[src/logic/tti_map.vh]
// Constants for the touch report I2C target
`ifndef TTI_MAP_VH
`define TTI_MAP_VH
`define TTI_ADDR       7'h2a
`define TTI_DIR_READ   1'b1
`define TTI_PAYLOAD    7'h40
`define TTI_LEN_OVH    8'h02
`define TTI_IDX_LEN_LO 7'h00
`define TTI_IDX_LEN_HI 7'h01
`define TTI_IDX_DATA   7'h02
`define TTI_IDX_ONE    7'h01
`define TTI_CNT_ZERO   7'h00
`define TTI_BIT_LAST   3'h7
`define TTI_BIT_ONE    3'h1
`define TTI_BIT_ZERO   3'h0
`define TTI_BYTE_ZERO  8'h00
`define TTI_FIFO_W     8
`define TTI_FIFO_D     32
`define TTI_FIFO_AW    5
`endif

[src/logic/tti_touch_target.v]
// Touch report I2C target with report FIFO and interrupt request
//
// What this block does
// Answers only at seven-bit address 0x2A.
// One report packet per transaction frame.
// Request line is active low, level type.
// Request held low while buffer holds data.
// Host should clock at 400 kHz; the bench host model clocks SCL at 5 MHz.
// Direction bit high reads, low writes.
// Ack low, nack high on ninth clock.
// Host drives dimming PWM 100 Hz to 50 kHz.
// Clear line returns controller to initial state.
// Host reads 66 bytes, nacks the last.
// Length first, LSB first, counts itself.
// Target only, never starts bus traffic.
`timescale 1ns/1ps
`include "tti_map.vh"

// Byte FIFO between report source and I2C transmitter
module tti_fifo #(
    parameter W  = 8,
    parameter D  = 32,
    parameter AW = 5
) (
    // Clock, reset, enable, clear
    input  wire          clk_in,
    input  wire          rst_in,
    input  wire          ce_in,
    input  wire          clr_in,
    // Fill side
    input  wire [W-1:0]  in_data_in,
    input  wire          in_valid_in,
    output wire          in_ready_out,
    // Drain side
    output wire [W-1:0]  out_data_out,
    output wire          out_valid_out,
    input  wire          out_ready_in
);
    localparam [AW:0] DEPTH_C = D;       // Depth at counter width
    localparam [AW:0] ONE_C   = 1;       // Counter step

    reg [W-1:0]  mem_q [0:D-1];          // Storage array
    reg [AW-1:0] wptr_q;                 // Write pointer
    reg [AW-1:0] rptr_q;                 // Read pointer
    reg [AW:0]   count_q;                // Words held
    wire         push;                   // Word accepted
    wire         pop;                    // Word taken

    assign in_ready_out  = (count_q != DEPTH_C);
    assign out_valid_out = (count_q != {(AW+1){1'b0}});
    assign out_data_out  = mem_q[rptr_q];
    assign push = in_valid_in & in_ready_out;
    assign pop  = out_ready_in & out_valid_out;

    // Storage write, no reset needed
    always @(posedge clk_in) begin
        if (ce_in && push) begin
            mem_q[wptr_q] <= in_data_in;
        end
    end

    // Pointers and occupancy
    always @(posedge clk_in or posedge rst_in) begin
        if (rst_in) begin
            wptr_q  <= {AW{1'b0}};
            rptr_q  <= {AW{1'b0}};
            count_q <= {(AW+1){1'b0}};
        end else if (ce_in) begin
            if (clr_in) begin
                // Clear empties the buffer
                wptr_q  <= {AW{1'b0}};
                rptr_q  <= {AW{1'b0}};
                count_q <= {(AW+1){1'b0}};
            end else begin
                if (push) begin
                    wptr_q <= wptr_q + {{(AW-1){1'b0}}, 1'b1};
                end
                if (pop) begin
                    rptr_q <= rptr_q + {{(AW-1){1'b0}}, 1'b1};
                end
                if (push && !pop) begin
                    count_q <= count_q + ONE_C;
                end else if (pop && !push) begin
                    count_q <= count_q - ONE_C;
                end
            end
        end
    end
endmodule // tti_fifo

// Top: I2C target serving one report per read frame
module tti_touch_target (
    // Clock, reset, enable
    input  wire       core_clk_in,
    input  wire       rst_in,
    input  wire       clk_en_in,
    // I2C pins
    input  wire       scl_in,
    input  wire       sda_in,
    output wire       sda_out,
    output wire       sda_oe_out,
    // Request and controller clear pins
    output wire       touch_irq_n_out,
    input  wire       controller_clear_n_in,
    // Backlight dimming
    input  wire       backlight_dimming_pwm_in,
    output wire       backlight_drive_out,
    // Report source stream
    input  wire [7:0] report_data_in,
    input  wire       report_valid_in,
    output wire       report_ready_out
);
    // One-hot protocol states
    localparam [6:0] ST_IDLE = 7'h01;    // Bus idle or not addressed
    localparam [6:0] ST_ADDR = 7'h02;    // Shifting address byte
    localparam [6:0] ST_AACK = 7'h04;    // Acking our address
    localparam [6:0] ST_TX   = 7'h08;    // Sending a byte
    localparam [6:0] ST_TACK = 7'h10;    // Host ack slot
    localparam [6:0] ST_RX   = 7'h20;    // Receiving a written byte
    localparam [6:0] ST_RACK = 7'h40;    // Acking a written byte

    // Synchronisers, first stage read only by second
    reg [1:0] scl_s_q;                   // SCL sync chain
    reg [1:0] sda_s_q;                   // SDA sync chain
    reg [1:0] clr_s_q;                   // Clear sync chain
    reg [1:0] pwm_s_q;                   // PWM sync chain
    reg       scl_prev_q;                // SCL one cycle back
    reg       sda_prev_q;                // SDA one cycle back

    // Protocol state
    reg [6:0] st_q;                      // Current state
    reg [2:0] bit_q;                     // Bit counter in byte
    reg       done_q;                    // Eight bits seen
    reg [7:0] sh_q;                      // Shift register
    reg       rw_q;                      // Direction of frame
    reg [6:0] idx_q;                     // Byte index in frame
    reg [6:0] left_q;                    // Payload bytes still owed
    reg [6:0] flush_q;                   // Bytes to discard
    reg [7:0] len_q;                     // Length low byte
    reg       oe_q;                      // Drive SDA low
    reg       irq_n_q;                   // Request line
    reg       pwm_q;                     // Backlight drive

    // Combinational helpers
    wire       scl_s;                    // Synced SCL
    wire       sda_s;                    // Synced SDA
    wire       scl_rise;                 // SCL rising edge
    wire       scl_fall;                 // SCL falling edge
    wire       start_c;                  // Start or repeated start
    wire       stop_c;                   // Stop
    wire       clear_c;                  // Controller clear active
    wire       run_c;                    // Normal protocol step
    wire       addr_hit;                 // Our address matched
    wire       load_c;                   // Load next byte to send
    wire       hdr_pop;                  // Take packet count word
    wire       dat_pop;                  // Take payload byte
    wire       flush_pop;                // Discard stale byte
    wire       f_valid;                  // FIFO holds data
    wire [7:0] f_data;                   // FIFO head
    reg  [7:0] next_byte;                // Byte to load

    assign scl_s     = scl_s_q[1];
    assign sda_s     = sda_s_q[1];
    assign scl_rise  = scl_s & ~scl_prev_q;
    assign scl_fall  = ~scl_s & scl_prev_q;
    assign start_c   = scl_s & scl_prev_q & sda_prev_q & ~sda_s;
    assign stop_c    = scl_s & scl_prev_q & ~sda_prev_q & sda_s;
    assign clear_c   = ~clr_s_q[1];
    assign run_c     = ~clear_c & ~start_c & ~stop_c;
    assign addr_hit  = (sh_q[7:1] == `TTI_ADDR);
    // Count word opens each packet; taken only on a read to us
    assign hdr_pop   = run_c & st_q[1] & scl_fall & done_q & addr_hit
                     & (sh_q[0] == `TTI_DIR_READ) & f_valid
                     & (flush_q == `TTI_CNT_ZERO);
    assign load_c    = run_c & scl_fall & ((st_q[2] & rw_q) | st_q[4]);
    assign dat_pop   = load_c & (idx_q >= `TTI_IDX_DATA)
                     & (left_q != `TTI_CNT_ZERO) & f_valid;
    assign flush_pop = ~clear_c & (flush_q != `TTI_CNT_ZERO) & f_valid;

    // Report buffer, clear empties it
    tti_fifo #(
        .W  (`TTI_FIFO_W),
        .D  (`TTI_FIFO_D),
        .AW (`TTI_FIFO_AW)
    ) u_fifo (
        .clk_in        (core_clk_in),
        .rst_in        (rst_in),
        .ce_in         (clk_en_in),
        .clr_in        (clear_c),
        .in_data_in    (report_data_in),
        .in_valid_in   (report_valid_in),
        .in_ready_out  (report_ready_out),
        .out_data_out  (f_data),
        .out_valid_out (f_valid),
        .out_ready_in  (hdr_pop | dat_pop | flush_pop)
    );

    // Pick next outgoing byte: length, then payload or padding
    always @* begin
        next_byte = `TTI_BYTE_ZERO;
        if (idx_q == `TTI_IDX_LEN_LO) begin
            next_byte = len_q;
        end else if (idx_q == `TTI_IDX_LEN_HI) begin
            next_byte = `TTI_BYTE_ZERO;
        end else if ((left_q != `TTI_CNT_ZERO) && f_valid) begin
            next_byte = f_data;
        end
    end

    // Pin synchronisers and edge history
    always @(posedge core_clk_in or posedge rst_in) begin
        if (rst_in) begin
            scl_s_q    <= 2'h3;
            sda_s_q    <= 2'h3;
            clr_s_q    <= 2'h3;
            pwm_s_q    <= 2'h0;
            scl_prev_q <= 1'b1;
            sda_prev_q <= 1'b1;
        end else if (clk_en_in) begin
            scl_s_q    <= {scl_s_q[0], scl_in};
            sda_s_q    <= {sda_s_q[0], sda_in};
            clr_s_q    <= {clr_s_q[0], controller_clear_n_in};
            pwm_s_q    <= {pwm_s_q[0], backlight_dimming_pwm_in};
            scl_prev_q <= scl_s;
            sda_prev_q <= sda_s;
        end
    end

    // Request line and backlight drive
    always @(posedge core_clk_in or posedge rst_in) begin
        if (rst_in) begin
            irq_n_q <= 1'b1;
            pwm_q   <= 1'b0;
        end else if (clk_en_in) begin
            irq_n_q <= ~f_valid;
            pwm_q   <= pwm_s_q[1];
        end
    end

    // Protocol engine; target only, drives SDA low or releases it
    always @(posedge core_clk_in or posedge rst_in) begin
        if (rst_in) begin
            st_q    <= ST_IDLE;
            bit_q   <= `TTI_BIT_ZERO;
            done_q  <= 1'b0;
            sh_q    <= `TTI_BYTE_ZERO;
            rw_q    <= 1'b0;
            idx_q   <= `TTI_CNT_ZERO;
            left_q  <= `TTI_CNT_ZERO;
            flush_q <= `TTI_CNT_ZERO;
            len_q   <= `TTI_BYTE_ZERO;
            oe_q    <= 1'b0;
        end else if (clk_en_in) begin
            if (clear_c) begin
                // Clear returns every field to its initial value
                st_q    <= ST_IDLE;
                bit_q   <= `TTI_BIT_ZERO;
                done_q  <= 1'b0;
                sh_q    <= `TTI_BYTE_ZERO;
                rw_q    <= 1'b0;
                idx_q   <= `TTI_CNT_ZERO;
                left_q  <= `TTI_CNT_ZERO;
                flush_q <= `TTI_CNT_ZERO;
                len_q   <= `TTI_BYTE_ZERO;
                oe_q    <= 1'b0;
            end else if (start_c || stop_c) begin
                // Frame ends: unread payload is discarded, never resent
                if (left_q != `TTI_CNT_ZERO) begin
                    // A discard in the same cycle must still be counted off
                    flush_q <= flush_q + left_q
                             - (flush_pop ? `TTI_IDX_ONE : `TTI_CNT_ZERO);
                end else if (flush_pop) begin
                    flush_q <= flush_q - `TTI_IDX_ONE;
                end
                left_q <= `TTI_CNT_ZERO;
                oe_q   <= 1'b0;
                bit_q  <= `TTI_BIT_ZERO;
                done_q <= 1'b0;
                st_q   <= start_c ? ST_ADDR : ST_IDLE;
            end else begin
                // Background discard of stale bytes
                if (flush_pop) begin
                    flush_q <= flush_q - `TTI_IDX_ONE;
                end
                // Shared bit counting on rising SCL
                if (scl_rise && (st_q[1] || st_q[3] || st_q[5])) begin
                    bit_q  <= bit_q + `TTI_BIT_ONE;
                    done_q <= (bit_q == `TTI_BIT_LAST);
                    if (!st_q[3]) begin
                        sh_q <= {sh_q[6:0], sda_s};
                    end
                end
                case (st_q)
                    ST_IDLE: begin
                        oe_q <= 1'b0;
                    end
                    ST_ADDR: begin
                        if (scl_fall && done_q) begin
                            done_q <= 1'b0;
                            if (addr_hit) begin
                                // Ack our address by pulling SDA low
                                oe_q  <= 1'b1;
                                rw_q  <= sh_q[0];
                                idx_q <= `TTI_CNT_ZERO;
                                st_q  <= ST_AACK;
                                if (hdr_pop) begin
                                    len_q  <= f_data + `TTI_LEN_OVH;
                                    left_q <= `TTI_PAYLOAD;
                                end else begin
                                    len_q  <= `TTI_BYTE_ZERO;
                                    left_q <= `TTI_CNT_ZERO;
                                end
                            end else begin
                                st_q <= ST_IDLE;
                            end
                        end
                    end
                    ST_AACK: begin
                        if (scl_fall) begin
                            if (rw_q) begin
                                // Read: put first length byte out
                                sh_q  <= next_byte;
                                oe_q  <= ~next_byte[7];
                                idx_q <= idx_q + `TTI_IDX_ONE;
                                st_q  <= ST_TX;
                            end else begin
                                oe_q <= 1'b0;
                                st_q <= ST_RX;
                            end
                        end
                    end
                    ST_TX: begin
                        if (scl_fall) begin
                            if (done_q) begin
                                // Release SDA for host ack slot
                                done_q <= 1'b0;
                                oe_q   <= 1'b0;
                                st_q   <= ST_TACK;
                            end else begin
                                sh_q <= {sh_q[6:0], 1'b0};
                                oe_q <= ~sh_q[6];
                            end
                        end
                    end
                    ST_TACK: begin
                        if (scl_rise && sda_s) begin
                            st_q <= ST_IDLE;
                        end else if (scl_fall) begin
                            // Host acked: next byte
                            sh_q  <= next_byte;
                            oe_q  <= ~next_byte[7];
                            idx_q <= idx_q + `TTI_IDX_ONE;
                            st_q  <= ST_TX;
                            if (dat_pop) begin
                                left_q <= left_q - `TTI_IDX_ONE;
                            end
                        end
                    end
                    ST_RX: begin
                        if (scl_fall && done_q) begin
                            // Written bytes are acked and dropped
                            done_q <= 1'b0;
                            oe_q   <= 1'b1;
                            st_q   <= ST_RACK;
                        end
                    end
                    ST_RACK: begin
                        if (scl_fall) begin
                            oe_q <= 1'b0;
                            st_q <= ST_RX;
                        end
                    end
                    default: begin
                        st_q <= ST_IDLE;
                        oe_q <= 1'b0;
                    end
                endcase
            end
        end
    end

    // Open-drain data: only ever pulls low
    assign sda_out             = 1'b0;
    assign sda_oe_out          = oe_q;
    assign touch_irq_n_out     = irq_n_q;
    assign backlight_drive_out = pwm_q;
endmodule // tti_touch_target

[config.mk]
export PLATFORM = sky130hd
export DESIGN_NAME = tti_touch_target
export DESIGN_NICKNAME = d
export VERILOG_FILES = /design/src/logic/tti_touch_target.v
export VERILOG_INCLUDE_DIRS = /design/src /design/src/logic
export SDC_FILE = /design/constraint.sdc
export NUM_CORES = 1
export LEC_CHECK = 0
export CAP_MARGIN = 20
export CELL_PAD_IN_SITES_DETAIL_PLACEMENT = 1
export CELL_PAD_IN_SITES_GLOBAL_PLACEMENT = 1
export CORE_MARGIN = 2
export CORE_UTILIZATION = 49
export DETAILED_ROUTE_END_ITERATION = 6
export DONT_BUFFER_PORTS = 1
export HOLD_SLACK_MARGIN = 0.12
export MAX_ROUTING_LAYER = met4
export PLACE_DENSITY = 0.73
export SLEW_MARGIN = 25
export SYNTH_ARGS = -nofsm -noshare
export SYNTH_HDL_FRONTEND = slang
export SYNTH_SLANG_ARGS = --single-unit
[constraint.sdc]
create_clock -name core_clk_in -period 3.8 [get_ports core_clk_in]
set_input_delay 0.76 -clock core_clk_in [delete_from_list [all_inputs] [get_ports core_clk_in]]
set_output_delay 0.76 -clock core_clk_in [all_outputs]
set_load 0.1 [all_outputs]
After elaboration in Yosys (flattened, before gate mapping)
Memory sizes are Yosys's and may differ from the RTL's.
Index checks and enable logic that the tools add are counted.
{"block": "totals", "register_bits": 78, "mem_bits_rw": 256, "in_bits": 16, "output_inout_bits": 5, "n_memories": 1}
{"memory": "u_fifo.mem_q", "words": 32, "width": 8, "rd": 1, "rd_ports_with_merged_regs": 0, "write_ports": 1, "line": "tti_touch_target.v:42", "source": "reg [W-1:0] mem_q [0:D-1];"}
{"block": "op_classes", "add_sub_neg": 11, "order_cmp": 1, "n_eq_ne": 39, "n_mux": 94, "bitwise_logic": 38, "reduce_logical": 28}
{"cell": "$mux 7", "count": 30}
{"cell": "$mux 8", "count": 19}
{"cell": "$pmux 7 s7", "count": 1}
{"cell": "$ne 4x4->1 const B", "count": 10}
{"cell": "$reduce_and 9->1", "count": 3}
{"cell": "$and 1x1->1", "count": 26}
{"cell": "$mux 1", "count": 26}
{"cell": "$mux 6", "count": 4}
{"cell": "$pmux 8 s3", "count": 1}
{"cell": "$ne 3x3->1 const B", "count": 7}
{"cell": "$pmux 7 s3", "count": 1}
{"cell": "$mux 5", "count": 4}
{"cell": "$eq 7x1->1 const B", "count": 2}
{"cell": "$eq 7x6->1 const B", "count": 2}
{"cell": "$logic_not 7->1", "count": 2}
{"cell": "$pmux 7 s2", "count": 1}
{"cell": "$reduce_bool 7->1", "count": 2}
{"cell": "$sub 7x1->7 const B", "count": 2}
{"cell": "$mux 3", "count": 4}
{"cell": "$add 5x1->5 const B", "count": 2}
{"cell": "$ne 2x1->1 const B", "count": 5}
{"cell": "$reduce_and 2->1", "count": 5}
{"cell": "$not 1->1", "count": 9}
{"cell": "$add 8x2->8 const B", "count": 1}
{"cell": "other kinds (29)", "count": 42}

Depth between registers and ports, before layout
Gate-level depths: netlist of run 1.
{"block": "logic_depth", "ltp_word": 20, "ltp_mapped": 17}

Modules after synthesis
Synthesis of run 1 repeated with hierarchy kept, for this count alone.
{"block": "unflattened", "hier_cells": 979, "area_unflattened_um2": 15173.3}
{"mod": "tti_fifo", "instances": 1, "cells_each": 520, "area_per_inst_um2": 10910.5}
{"mod": "tti_touch_target", "instances": 1, "cells_each": 459, "area_per_inst_um2": 4262.8}

Worst setup path after synthesis of run 1
No wires, ideal clock.
{"block": "synth_timing", "kind": "reg-to-reg", "from": "reg u_fifo.count_q[0]", "to": "reg flush_q[6]", "t_arrival_ns": 3.434, "required_ns": 3.679, "path_slack_ns": 0.245, "path_stages_with_launch": 16, "n_path_buf": 1, "cell_sequence": "dfrtp_1 -> or4_4 -> or3_4 -> and2_1 -> buf_2 -> ha_1 -> inv_1 -> ha_1 -> fa_1 -> a21oi_1 -> o21bai_1 -> a21o_1 -> a21oi_1 -> xnor2_1 -> o31ai_1 -> a22o_1"}
{"block": "synth_via", "elab_chain_cells": 7, "elab_cells_between_ends": 8, "cone_classes": "1 x add/sub; 5 x mux; 1 x bitwise; 1 x reduce/logical"}
{"item": "start: declaration", "line": "tti_touch_target.v:45", "source": "reg [AW:0] count_q;"}
{"item": "start signal: assignment", "line": "tti_touch_target.v:67", "source": "count_q <= {(AW+1){1'b0}};"}
{"item": "start signal: assignment", "line": "tti_touch_target.v:73", "source": "count_q <= {(AW+1){1'b0}};"}
{"item": "start signal: assignment", "line": "tti_touch_target.v:82", "source": "count_q <= count_q + ONE_C;"}
{"item": "$reduce_bool 6->1 *", "line": "tti_touch_target.v:50", "source": "assign out_valid_out = (count_q != {(AW+1){1'b0}});"}
{"item": "$and 1x1->1 *", "line": "tti_touch_target.v:178", "source": "assign flush_pop = ~clear_c & (flush_q != `TTI_CNT_ZERO) & f_valid;"}
{"item": "$mux 1 (no line)"}
{"item": "$sub 7x1->7", "line": "tti_touch_target.v:270", "source": "flush_q <= flush_q + left_q"}
{"item": "$mux 7", "line": "tti_touch_target.v:268", "source": "if (left_q != `TTI_CNT_ZERO) begin"}
{"item": "$mux 7 *", "line": "tti_touch_target.v:266", "source": "end else if (start_c || stop_c) begin"}
{"item": "$mux 7 *", "line": "tti_touch_target.v:254", "source": "if (clear_c) begin"}
{"item": "end signal: assignment", "line": "tti_touch_target.v:263", "source": "flush_q <= `TTI_CNT_ZERO;"}
{"item": "end signal: assignment", "line": "tti_touch_target.v:270"}
{"item": "end signal: assignment", "line": "tti_touch_target.v:273", "source": "flush_q <= flush_q - `TTI_IDX_ONE;"}
{"item": "end: declaration", "line": "tti_touch_target.v:138", "source": "reg [6:0] flush_q;"}
Mark *: on every way between the ends. The rest lies on a longest branch, timed or not.
A chain may end at the register's enable or synchronous reset.

Final worst setup path of run 1
{"block": "layout_timing", "from": "reg u_fifo.count_q[1]", "to": "reg flush_q[6]"}
Same word-level chain as after synthesis.

==> flow_summary.toml, run 1 <==
[status]
status = "completed"

[logic_synthesis]
ys_seq_area_frac = 0.630
synth_warnings = 0
syn_nets = 1108
synth-main-ff-cell = "edfxtp_1"
synth_edf_count = 256
async_flop_share = 0.234
synthAdderAreaFrac = 0.0279
synthCells = 1059
ys_types = 93
synth_area_leaders = "edfxtp_1, dfrtp_1, mux4_2"
yosys.area.top_type = "edfxtp_1"
yosysTopAreaCellShare = 0.502
synth_xor_area_frac = 0.0165
syn_avg_cell_area_um2 = 14.5
synth_top_family_by_area = "multiplexers"
syn_area_mm2 = 0.0153
synth.area.mux_share = 0.118
synth-compound-area-share = 0.0889
ys_ff_latch = 334
synth_simple_gate_area_frac = 0.0888

[cells_and_area]
antennaDiodeCount = 0
fin_util = 0.552
finalInstanceArea_mm2 = 0.0169
fin_cells = 1504
syn2layout_area_growth_pct = 10.5
layout.nets = 1129
drive_gt1_frac = 0.175

[place]
dp_hpwl_mm = 25.9
postPlaceCellArea_mm2 = 0.0158
place_inst = 1435
gp_congestion = 0.871
io_buffers = 0

[clocking]
clock_latency_ns = 0.54
clockBufferDepth = 3
cts-root-buf = "clkbuf_16"
cts.sinks = 334
cts_buffers = 37
path_clk_slew_ns = 0.06
cts_tree = "yes"
h-tree-depth = 2

[sta]
timing.slew.headroom = 0.352
finalMaxSlewViolations = 0
fin_crit_ns = 3.66
max_freq_ghz = 0.273
fin_hold_ws_ns = 0.312
period_share = 0.964
rsz0062_at_grt = "yes"
fin_skew_ns = 0.0140
setup_viol = 0
finalHoldViolations = 0
worstMarginPinSlew_ns = 0.968

[worst_setup_path]
r2r_cells = 14
r2r_end = "flush_q[6]$_DFFE_PP0P_"
critPathLaunchType = "register"
critPathMaxFanout = 6
crit_end = "flush_q[6]$_DFFE_PP0P_"
path_class = "reg -> reg"
endpoint_kind = "register"
cp.required_ns = 4.23
worstReg2RegStart = "u_fifo.count_q[1]$_DFFE_PP0P_"
worstPathArrival_ns = 4.09
r2r_setup_slack_ns = 0.14
startpoint = "u_fifo.count_q[1]$_DFFE_PP0P_"

[hold_path]
hold_path_class = "in -> reg"
holdPathStages = 0

[route]
wl_mm = 38.7
num_vias = 9246
drtIter0Drc = 608
wl_per_cell_um = 25.8
ant_nets = 0
dr.pass1.iters = 5
drc = 0
viasPerCell = 6.15

[die]
start_util = 0.499
die_width_um = 181
die_h_um = 181
num_rows = 64
die_area_mm2 = 0.0327
ios = 21
fp.coreArea_mm2 = 0.0307

[global_route]
grtUsageMet2 = 0.412
grtUsageMet1 = 0.320
track_usage = 0.250
grt_max_degree = 48
overflow = 0
antenna_found_initial = 0
grt_busiest_layer = "met2"
grt_pass1_wl_mm = 60.1
grtUsageMet3 = 0.0381
grt_pass1_vias = 9819

[pwr]
powerDensity_mw_per_mm2 = 556
power.total_uw = 9410
p_leak_uw = 0.00588
ir_worst_vdd_mv = 0.484

[flow_run]
drv_cap = 0
==> sequential cells by signal (all words and copies together), names as in the netlist, 2 cells and up <==
signal          cells
st_q                7
sh_q                8
len_q               8
scl_s_q             2
pwm_s_q             2
sda_s_q             2
flush_q             7
bit_q               3
idx_q               7
u_fifo.count_q      6
clr_s_q             2
u_fifo.rptr_q       5
u_fifo.mem_q      256
u_fifo.wptr_q       5
left_q              7
==> where the power goes <==
part	switching, µW	internal [µW]
Sequential	223	4060
Combinational	987	781
Clock	1450	1920
==> how the worst min path moves through the flow <==
stage / start / endpoint / slack (ns)
2_1_floorplan: len_q[0]$_DFFE_PP0P_ / len_q[0]$_DFFE_PP0P_ / 0.45
3_3_place_gp: len_q[0]$_DFFE_PP0P_ / len_q[0]$_DFFE_PP0P_ / 0.47
3_5_place_dp: len_q[5]$_DFFE_PP0P_ / len_q[5]$_DFFE_PP0P_ / 0.47
4_1_cts: report_data_in[6] / u_fifo.mem_q[15][6]$_DFFE_PP_ / 0.30
5_1_grt: report_data_in[6] / u_fifo.mem_q[15][6]$_DFFE_PP_ / 0.30
6_report: report_data_in[5] / u_fifo.mem_q[5][5]$_DFFE_PP_ / 0.31
==> critical path, stage by stage, from the launching register on <==
cell,delay [ns]
dfrtp_1,0.42
or4_4,0.57
or3_4,0.43
and2_4,0.18
ha_1,0.29
inv_1,0.05
ha_1,0.21
fa_2,0.37
a21oi_2,0.13
o21bai_1,0.11
a21o_1,0.19
a21oi_1,0.17
xnor2_1,0.14
o31ai_1,0.09
a22o_1,0.21
==> kinds of logic (layout without fill, tap and decap cells) <==
family          after synthesis  in the layout
xor+xnor                     28             28
flops                       334            334
simple gates                260            260
compound gates              192            192
buf+inv                      94            143
mux                         117            117
other cells                   1              1
fa+ha+maj                    33             33
==> timing repair <==
action	in CTS	in global routing
hold buffers	1	0
setup buffers	0	1
hold endpoints to repair	20	0
endpoints found under the setup margin	0	2
resized for setup	0	7
==> metal layers <==
layer / wire length, µm / vias up
li1: - / 4124
met1: 16200 / 4791
met2: 19600 / 261
met3: 1890 / 70
met4: 1040 / 0
met5: 0 / -
==> cell usage after synthesis (10+ instances only) <==
| cell | instances |
|---|---|
| inv_1 | 42 |
| dfstp_2 | 10 |
| buf_4 | 14 |
| clkbuf_1 | 18 |
| a21oi_1 | 26 |
| mux2_2 | 22 |
| a22oi_1 | 14 |
| nand4_1 | 10 |
| o21ai_0 | 43 |
| ha_1 | 31 |
| nor2_1 | 72 |
| nand3_1 | 27 |
| a22o_1 | 11 |
| xor2_1 | 11 |
| nor3_1 | 13 |
| dfrtp_1 | 68 |
| and2_1 | 13 |
| buf_2 | 10 |
| mux2i_1 | 47 |
| edfxtp_1 | 256 |
| xnor2_1 | 16 |
| mux4_2 | 48 |
| o211ai_1 | 10 |
| nand2_1 | 62 |
==> cells in the final DEF, fill, tap and decap left out, types with 13 or more instances in the layout <==
| master | count |
|---|---|
| nor2_1 | 72 |
| mux4_2 | 48 |
| nand3_1 | 27 |
| o21ai_0 | 43 |
| dfrtp_1 | 65 |
| clkbuf_16 | 38 |
| mux2_2 | 22 |
| edfxtp_1 | 256 |
| nor3_1 | 13 |
| mux2i_1 | 47 |
| ha_1 | 31 |
| nand2_1 | 61 |
| a22oi_1 | 14 |
| xnor2_1 | 16 |
| a21oi_1 | 24 |
| inv_1 | 41 |
| buf_4 | 30 |
==> cell type report <==
type                            instances  area (µm²)
Clock buffer                           48         988
Clock inverter                         19         139
Fill cell                            2944       13700
Inverter                               44         166
Multi-Input combinational cell        631        5220
Sequential cell                       334        9660
Tap cell                              396         495
Timing Repair Buffer                   32         255
==> metrics by stage <==
stage / setup slack (ns) / TNS [ns]
2_1_floorplan: 0.245 / 0
3_3_place_gp: 0.128 / 0
3_5_place_dp: 0.0530 / 0
4_1_cts: 0.0145 / 0
5_1_grt: -0.0242 / -0.0242
6_report: 0.136 / 0
No activity file was read; power rests on OpenSTA's default activity.
==> run 2, diff against run 1 <==
- CELL_PAD_IN_SITES_DETAIL_PLACEMENT: 1 -> default
- CELL_PAD_IN_SITES_GLOBAL_PLACEMENT: 1 -> default
- CORE_UTILIZATION: 49 -> 58
==> run 2 against run 1 <==
Compared with the run above: fmax rose by 2.0%; critical path depth stayed put; critical path type unchanged; first-iteration DRC count grew 37%; sequential power about the same; power fell by 2.2%; global-route usage is 0.85 points higher; final cell count shrank 4.6%; via count down 1.7%.
==> flow_summary.toml, run 2 (synthesized netlist as in run 1, its figures left out) <==
[status]
status = "completed"

[global_route]
overflow = 0
grt_pass1_wl_mm = 53.7
track_usage = 0.258
grt_max_degree = 59
antenna_found_initial = 0
grt_pass1_vias = 9154

[die]
fp.coreArea_mm2 = 0.0260
num_rows = 59
die_width_um = 166
die_area_mm2 = 0.0277
die_h_um = 166
start_util = 0.589
ios = 21

[sta]
fin_crit_ns = 3.59
fin_skew_ns = 0.0246
finalHoldViolations = 0
timing.slew.headroom = 0.364
finalMaxSlewViolations = 0
period_share = 0.946
worstMarginPinSlew_ns = 0.951
rsz0062_at_grt = "yes"
max_freq_ghz = 0.278
setup_viol = 0

[cells_and_area]
largestRegisters = "u_fifo.mem_q: 256 flops, len_q: 8 flops, sh_q: 8 flops"
nFillCells = 1859
drive_gt1_frac = 0.174
final_cell_mix = "edfxtp_1, nor2_1, dfrtp_1, nand2_1, mux4_2"
antennaDiodeCount = 0
top_register = "u_fifo.mem_q"
fin_util = 0.645
layout.nets = 1123
syn2layout_area_growth_pct = 9.45
largest_register_ff_count = 256
final_common_cell = "edfxtp_1"

[pwr]
clkPwrFrac = 0.348
comb_power_share = 0.187
p_leak_uw = 0.00584
seq_power_share = 0.465
powerDensity_mw_per_mm2 = 549
power.total_uw = 9210
sw_frac_of_total = 0.281
internal_power_uw = 6620
switching_power_uw = 2590
ir_worst_vdd_mv = 0.470

[worst_setup_path]
cp.required_ns = 4.27
crit_slowest_cell = "or4_4"
worstPathArrival_ns = 4.06
crit_cells = 14
r2r_setup_slack_ns = 0.21
critPathMaxFanout = 6
r2r_cells = 14
endpoint_kind = "register"
cp_top_family = "simple AND/OR/NAND/NOR gates"
cpPeakStageDelay_ns = 0.55
path_class = "reg -> reg"
timing.critical_path.buf_inv = 1
cp_common_cell = "ha_1"
critPathLaunchType = "register"
crit_chain = "or4_4 > or3_4 > and2_4 > ha_1 > inv_1 > ha_1 > fa_2 > a21oi_1 > o21bai_1 > a21o_1 > a21oi_2 > xnor2_1 > o31ai_1 > a22o_1"

[place]
io_buffers = 0
dp_hpwl_mm = 22.6
gp_congestion = 0.877

[route]
wl_per_cell_um = 23.9
drc = 0
ant_nets = 0
drtIter0Drc = 830
viasPerCell = 6.34
dr.pass1.iters = 5
wl_mm = 34.2
num_vias = 9093

[hold_path]
hold_path_class = "in -> async"

[clocking]
cts-root-buf = "clkbuf_16"
clock_latency_ns = 0.54
clockBufferDepth = 3
cts_tree = "yes"
path_clk_slew_ns = 0.06
cts-hold-fix-buffers = 0
cts_buffers = 35
cts.sinks = 334
h-tree-depth = 2

[flow_run]
drv_cap = 0
==> run 2: cell count changes in the layout (fill, tap and decap cells not counted), moves of 2 or more <==
cell / change
clkinv_1: -4
clkbuf_16: -3
buf_4: -4
clkinv_2: +2
clkbuf_1: -3
clkbuf_8: +3
==> run 2: what timing repair did <==
action / CTS / global route
buffers inserted: 0 / 3
setup endpoints to repair: 0 / 2
gates resized for setup: 0 / 4
==> run 2: final timing paths <==
check | startpoint | to
min | rst_in | flush_q[2]$_DFFE_PP0P_
max in group asynchronous | rst_in | scl_s_q[1]$_DFFE_PP1P_
max reg2reg | u_fifo.count_q[1]$_DFFE_PP0P_ | flush_q[6]$_DFFE_PP0P_
min reg2reg | len_q[5]$_DFFE_PP0P_ | len_q[5]$_DFFE_PP0P_
max | u_fifo.count_q[1]$_DFFE_PP0P_ | flush_q[6]$_DFFE_PP0P_
min in group core_clk_in | report_data_in[3] | u_fifo.mem_q[18][3]$_DFFE_PP_
==> run 2: power groups by stage <==
stage          clock [µW]  sequential, µW  combinational (µW)
2_1_floorplan           0            4250                1350
3_3_place_gp            0            4350                1640
3_5_place_dp            0            4350                1660
4_1_cts              3240            4280                1670
5_1_grt              3380            4300                1870
6_report             3200            4280                1720
==> run 2: per-stage QoR <==
step	area [µm²]	setup slack, ns	cells	setup TNS (ns)	hold slack (ns)
floorplan	15300	0.245	1059	0	0.450
global placement	15700	0.159	1369	0	0.461
detailed placement	15700	0.0853	1369	0	0.472
CTS	16700	0.0625	1432	0	0.153
global route	16800	-0.0104	1435	-0.0104	0.153
finish	16800	0.207	1435	0	0.120
==> run 2: final cells by class <==
type / count / area (µm²) / share of cell area
Inverter: 44 / 170 / 0.0102
Multi-Input combinational cell: 631 / 5210 / 0.311
Sequential cell: 334 / 9660 / 0.576
Clock inverter: 18 / 121 / 0.00724
Tap cell: 335 / 419 / 0.0250
Clock buffer: 45 / 943 / 0.0563
Timing Repair Buffer: 28 / 235 / 0.0140
==> run 2: per-layer routing <==
metal	vias to the layer above	track usage	wire, µm
met5	-	-	0
met4	0	0.0825	1010
met3	76	0.0366	2040
met2	317	0.409	16800
met1	4586	0.351	14400
li1	4114	-	-
==> run 3, diff against run 2 <==
- CORE_MARGIN: 2 -> 1
==> run 3 against run 2 <==
Compared with the run above: register-to-register slack gained 0.03 ns; combinational power is essentially flat; wire length grew 3.6%; clock skew shrank 0.0042 ns; first-iteration DRC count grew 37%; die area shrank 2.4%; highest routed layer unchanged; final cell count is essentially flat; critical path type unchanged.
==> flow_summary.toml, run 3 (synthesized netlist as in run 1, its figures left out) <==
[clocking]
clockBufferDepth = 3
cts_tree = "yes"
cts-hold-fix-buffers = 0
path_clk_slew_ns = 0.06
h-tree-depth = 2
cts_buffers = 36
clock_latency_ns = 0.54
cts-root-buf = "clkbuf_16"
cts.sinks = 334

[pwr]
powerDensity_mw_per_mm2 = 568
ir_worst_vdd_mv = 0.451
p_leak_uw = 0.00591

[worst_setup_path]
startpoint = "u_fifo.count_q[3]$_DFFE_PP0P_"
cp_common_cell = "ha_1"
endpoint_kind = "register"
critPathMaxFanout = 6
path_class = "reg -> reg"
critPathLaunchType = "register"
r2r_setup_slack_ns = 0.24
cpPeakStageDelay_ns = 0.58
crit_end = "flush_q[6]$_DFFE_PP0P_"
r2r_end = "flush_q[6]$_DFFE_PP0P_"
worstPathArrival_ns = 3.97
crit_slowest_cell = "or4_4"
r2r_cells = 14
worstReg2RegStart = "u_fifo.count_q[3]$_DFFE_PP0P_"
crit_cells = 14
timing.critical_path.buf_inv = 1
cp_top_family = "simple AND/OR/NAND/NOR gates"
crit_chain = "or4_4 > or3_4 > and2_4 > ha_1 > inv_1 > ha_1 > fa_2 > a21oi_1 > o21bai_1 > a21o_1 > a21oi_2 > xnor2_1 > o31ai_1 > a22o_1"
cp.required_ns = 4.20

[place]
io_buffers = 0
post-place-ws_ns = 0.0699
place_inst = 1369
gp_congestion = 0.881
dp_hpwl_mm = 22.9

[route]
wl_per_cell_um = 24.7
viasPerCell = 6.46
num_vias = 9274
drc = 0
drtIter0Drc = 1139
dr.pass1.iters = 7
ant_nets = 0
wl_mm = 35.5

[cells_and_area]
layout.nets = 1122
nFillCells = 1812
antennaDiodeCount = 0
final_common_cell = "edfxtp_1"
final_cell_mix = "edfxtp_1, nor2_1, dfrtp_1, nand2_1, mux4_2"
largestRegisters = "u_fifo.mem_q: 256 flops, len_q: 8 flops, sh_q: 8 flops"
fin_cells = 1436
largest_register_ff_count = 256
drive_gt1_frac = 0.175
regArea_mm2 = 0.00966
multi_input_area_mm2 = 0.00521
syn2layout_area_growth_pct = 10.4
top_register = "u_fifo.mem_q"

[sta]
timing.slew.headroom = 0.347
rsz0062_at_grt = "yes"
finalMaxSlewViolations = 0
finalHoldViolations = 0
fin_hold_ws_ns = 0.232
max_freq_ghz = 0.281
setup_ws_ns = 0.238
fin_crit_ns = 3.56
setup_viol = 0
fin_skew_ns = 0.0203
worstMarginPinSlew_ns = 0.976
period_share = 0.937

[status]
status = "completed"

[global_route]
antenna_found_initial = 0
grt_max_degree = 59
grt_pass1_vias = 9320
overflow = 0
grt_pass1_wl_mm = 54.7
track_usage = 0.283

[die]
start_util = 0.589
fp.coreArea_mm2 = 0.0260
num_rows = 59
die_h_um = 164
die_width_um = 164
die_area_mm2 = 0.0271
ios = 21

[flow_run]
drv_cap = 0

[hold_path]
hold_path_class = "in -> async"
run 3: changes by cell type in the layout (fill, tap and decap cells not counted), moves of 2 or more:
cell,before,now
inv_16,2,0
clkinv_2,6,4
bufinv_16,0,5
clkbuf_16,35,37
run 3: final cells by class:
cell class              count  area share
flip-flops and latches    334       0.571
multi-input cells         631       0.308
clock buffers              45      0.0577
well taps                 335      0.0248
clock inverters            21      0.0158
repair buffers             26      0.0123
inverters                  44     0.00992
run 3: repair_timing:
item                       CTS  global route
gates resized for setup      0             4
setup endpoints to repair    0             2
setup buffers                0             1
run 3: worst min-delay path by stage:
stage	from	depth (start not counted)	to	slack [ns]
after global routing	report_data_in[1]	0	u_fifo.mem_q[19][1]$_DFFE_PP_	0.30
final	rst_in	1	flush_q[3]$_DFFE_PP0P_	0.23
after detailed placement	len_q[0]$_DFFE_PP0P_	2	len_q[0]$_DFFE_PP0P_	0.47
after CTS	report_data_in[3]	0	u_fifo.mem_q[30][3]$_DFFE_PP_	0.30
after floorplan	len_q[0]$_DFFE_PP0P_	2	len_q[0]$_DFFE_PP0P_	0.45
after global placement	len_q[0]$_DFFE_PP0P_	2	len_q[0]$_DFFE_PP0P_	0.46
run 3: where the power goes:
group          leakage (µW)  internal [µW]  switching, µW
Sequential          0.00334           4060            211
Combinational       0.00197            755            940
Clock              0.000602           2180           1450
run 3: worst register-to-register path: cells and delay by family, from the launching register on:
kind	cells	cell delay (ns)
XOR/XNOR	1	0.13
buffers and inverters	1	0.04
flip-flops	1	0.40
AND/OR/NAND/NOR	3	1.14
adder cells (fa/ha/maj)	3	0.85
AO/OA/AOI/OAI	6	0.89
run 3: through the flow:
stage | setup TNS [ns] | util | power [µW] | instance area, µm²
finish | 0 | 0.651 | 9600 | 16900
floorplan | 0 | - | 5600 | 15300
CTS | 0 | 0.650 | 9610 | 16900
global placement | 0 | 0.602 | 5960 | 15600
global route | -0.0130 | 0.651 | 9960 | 16900
detailed placement | 0 | 0.602 | 5990 | 15600
run 3: per-layer routing:
layer | share of wire | up-vias | GRT usage
li1 | - | 4111 | -
met1 | 0.39 | 4650 | 0.357
met2 | 0.50 | 413 | 0.464
met3 | 0.078 | 100 | 0.0515
met4 | 0.033 | 0 | 0.0976
met5 | 0 | - | -
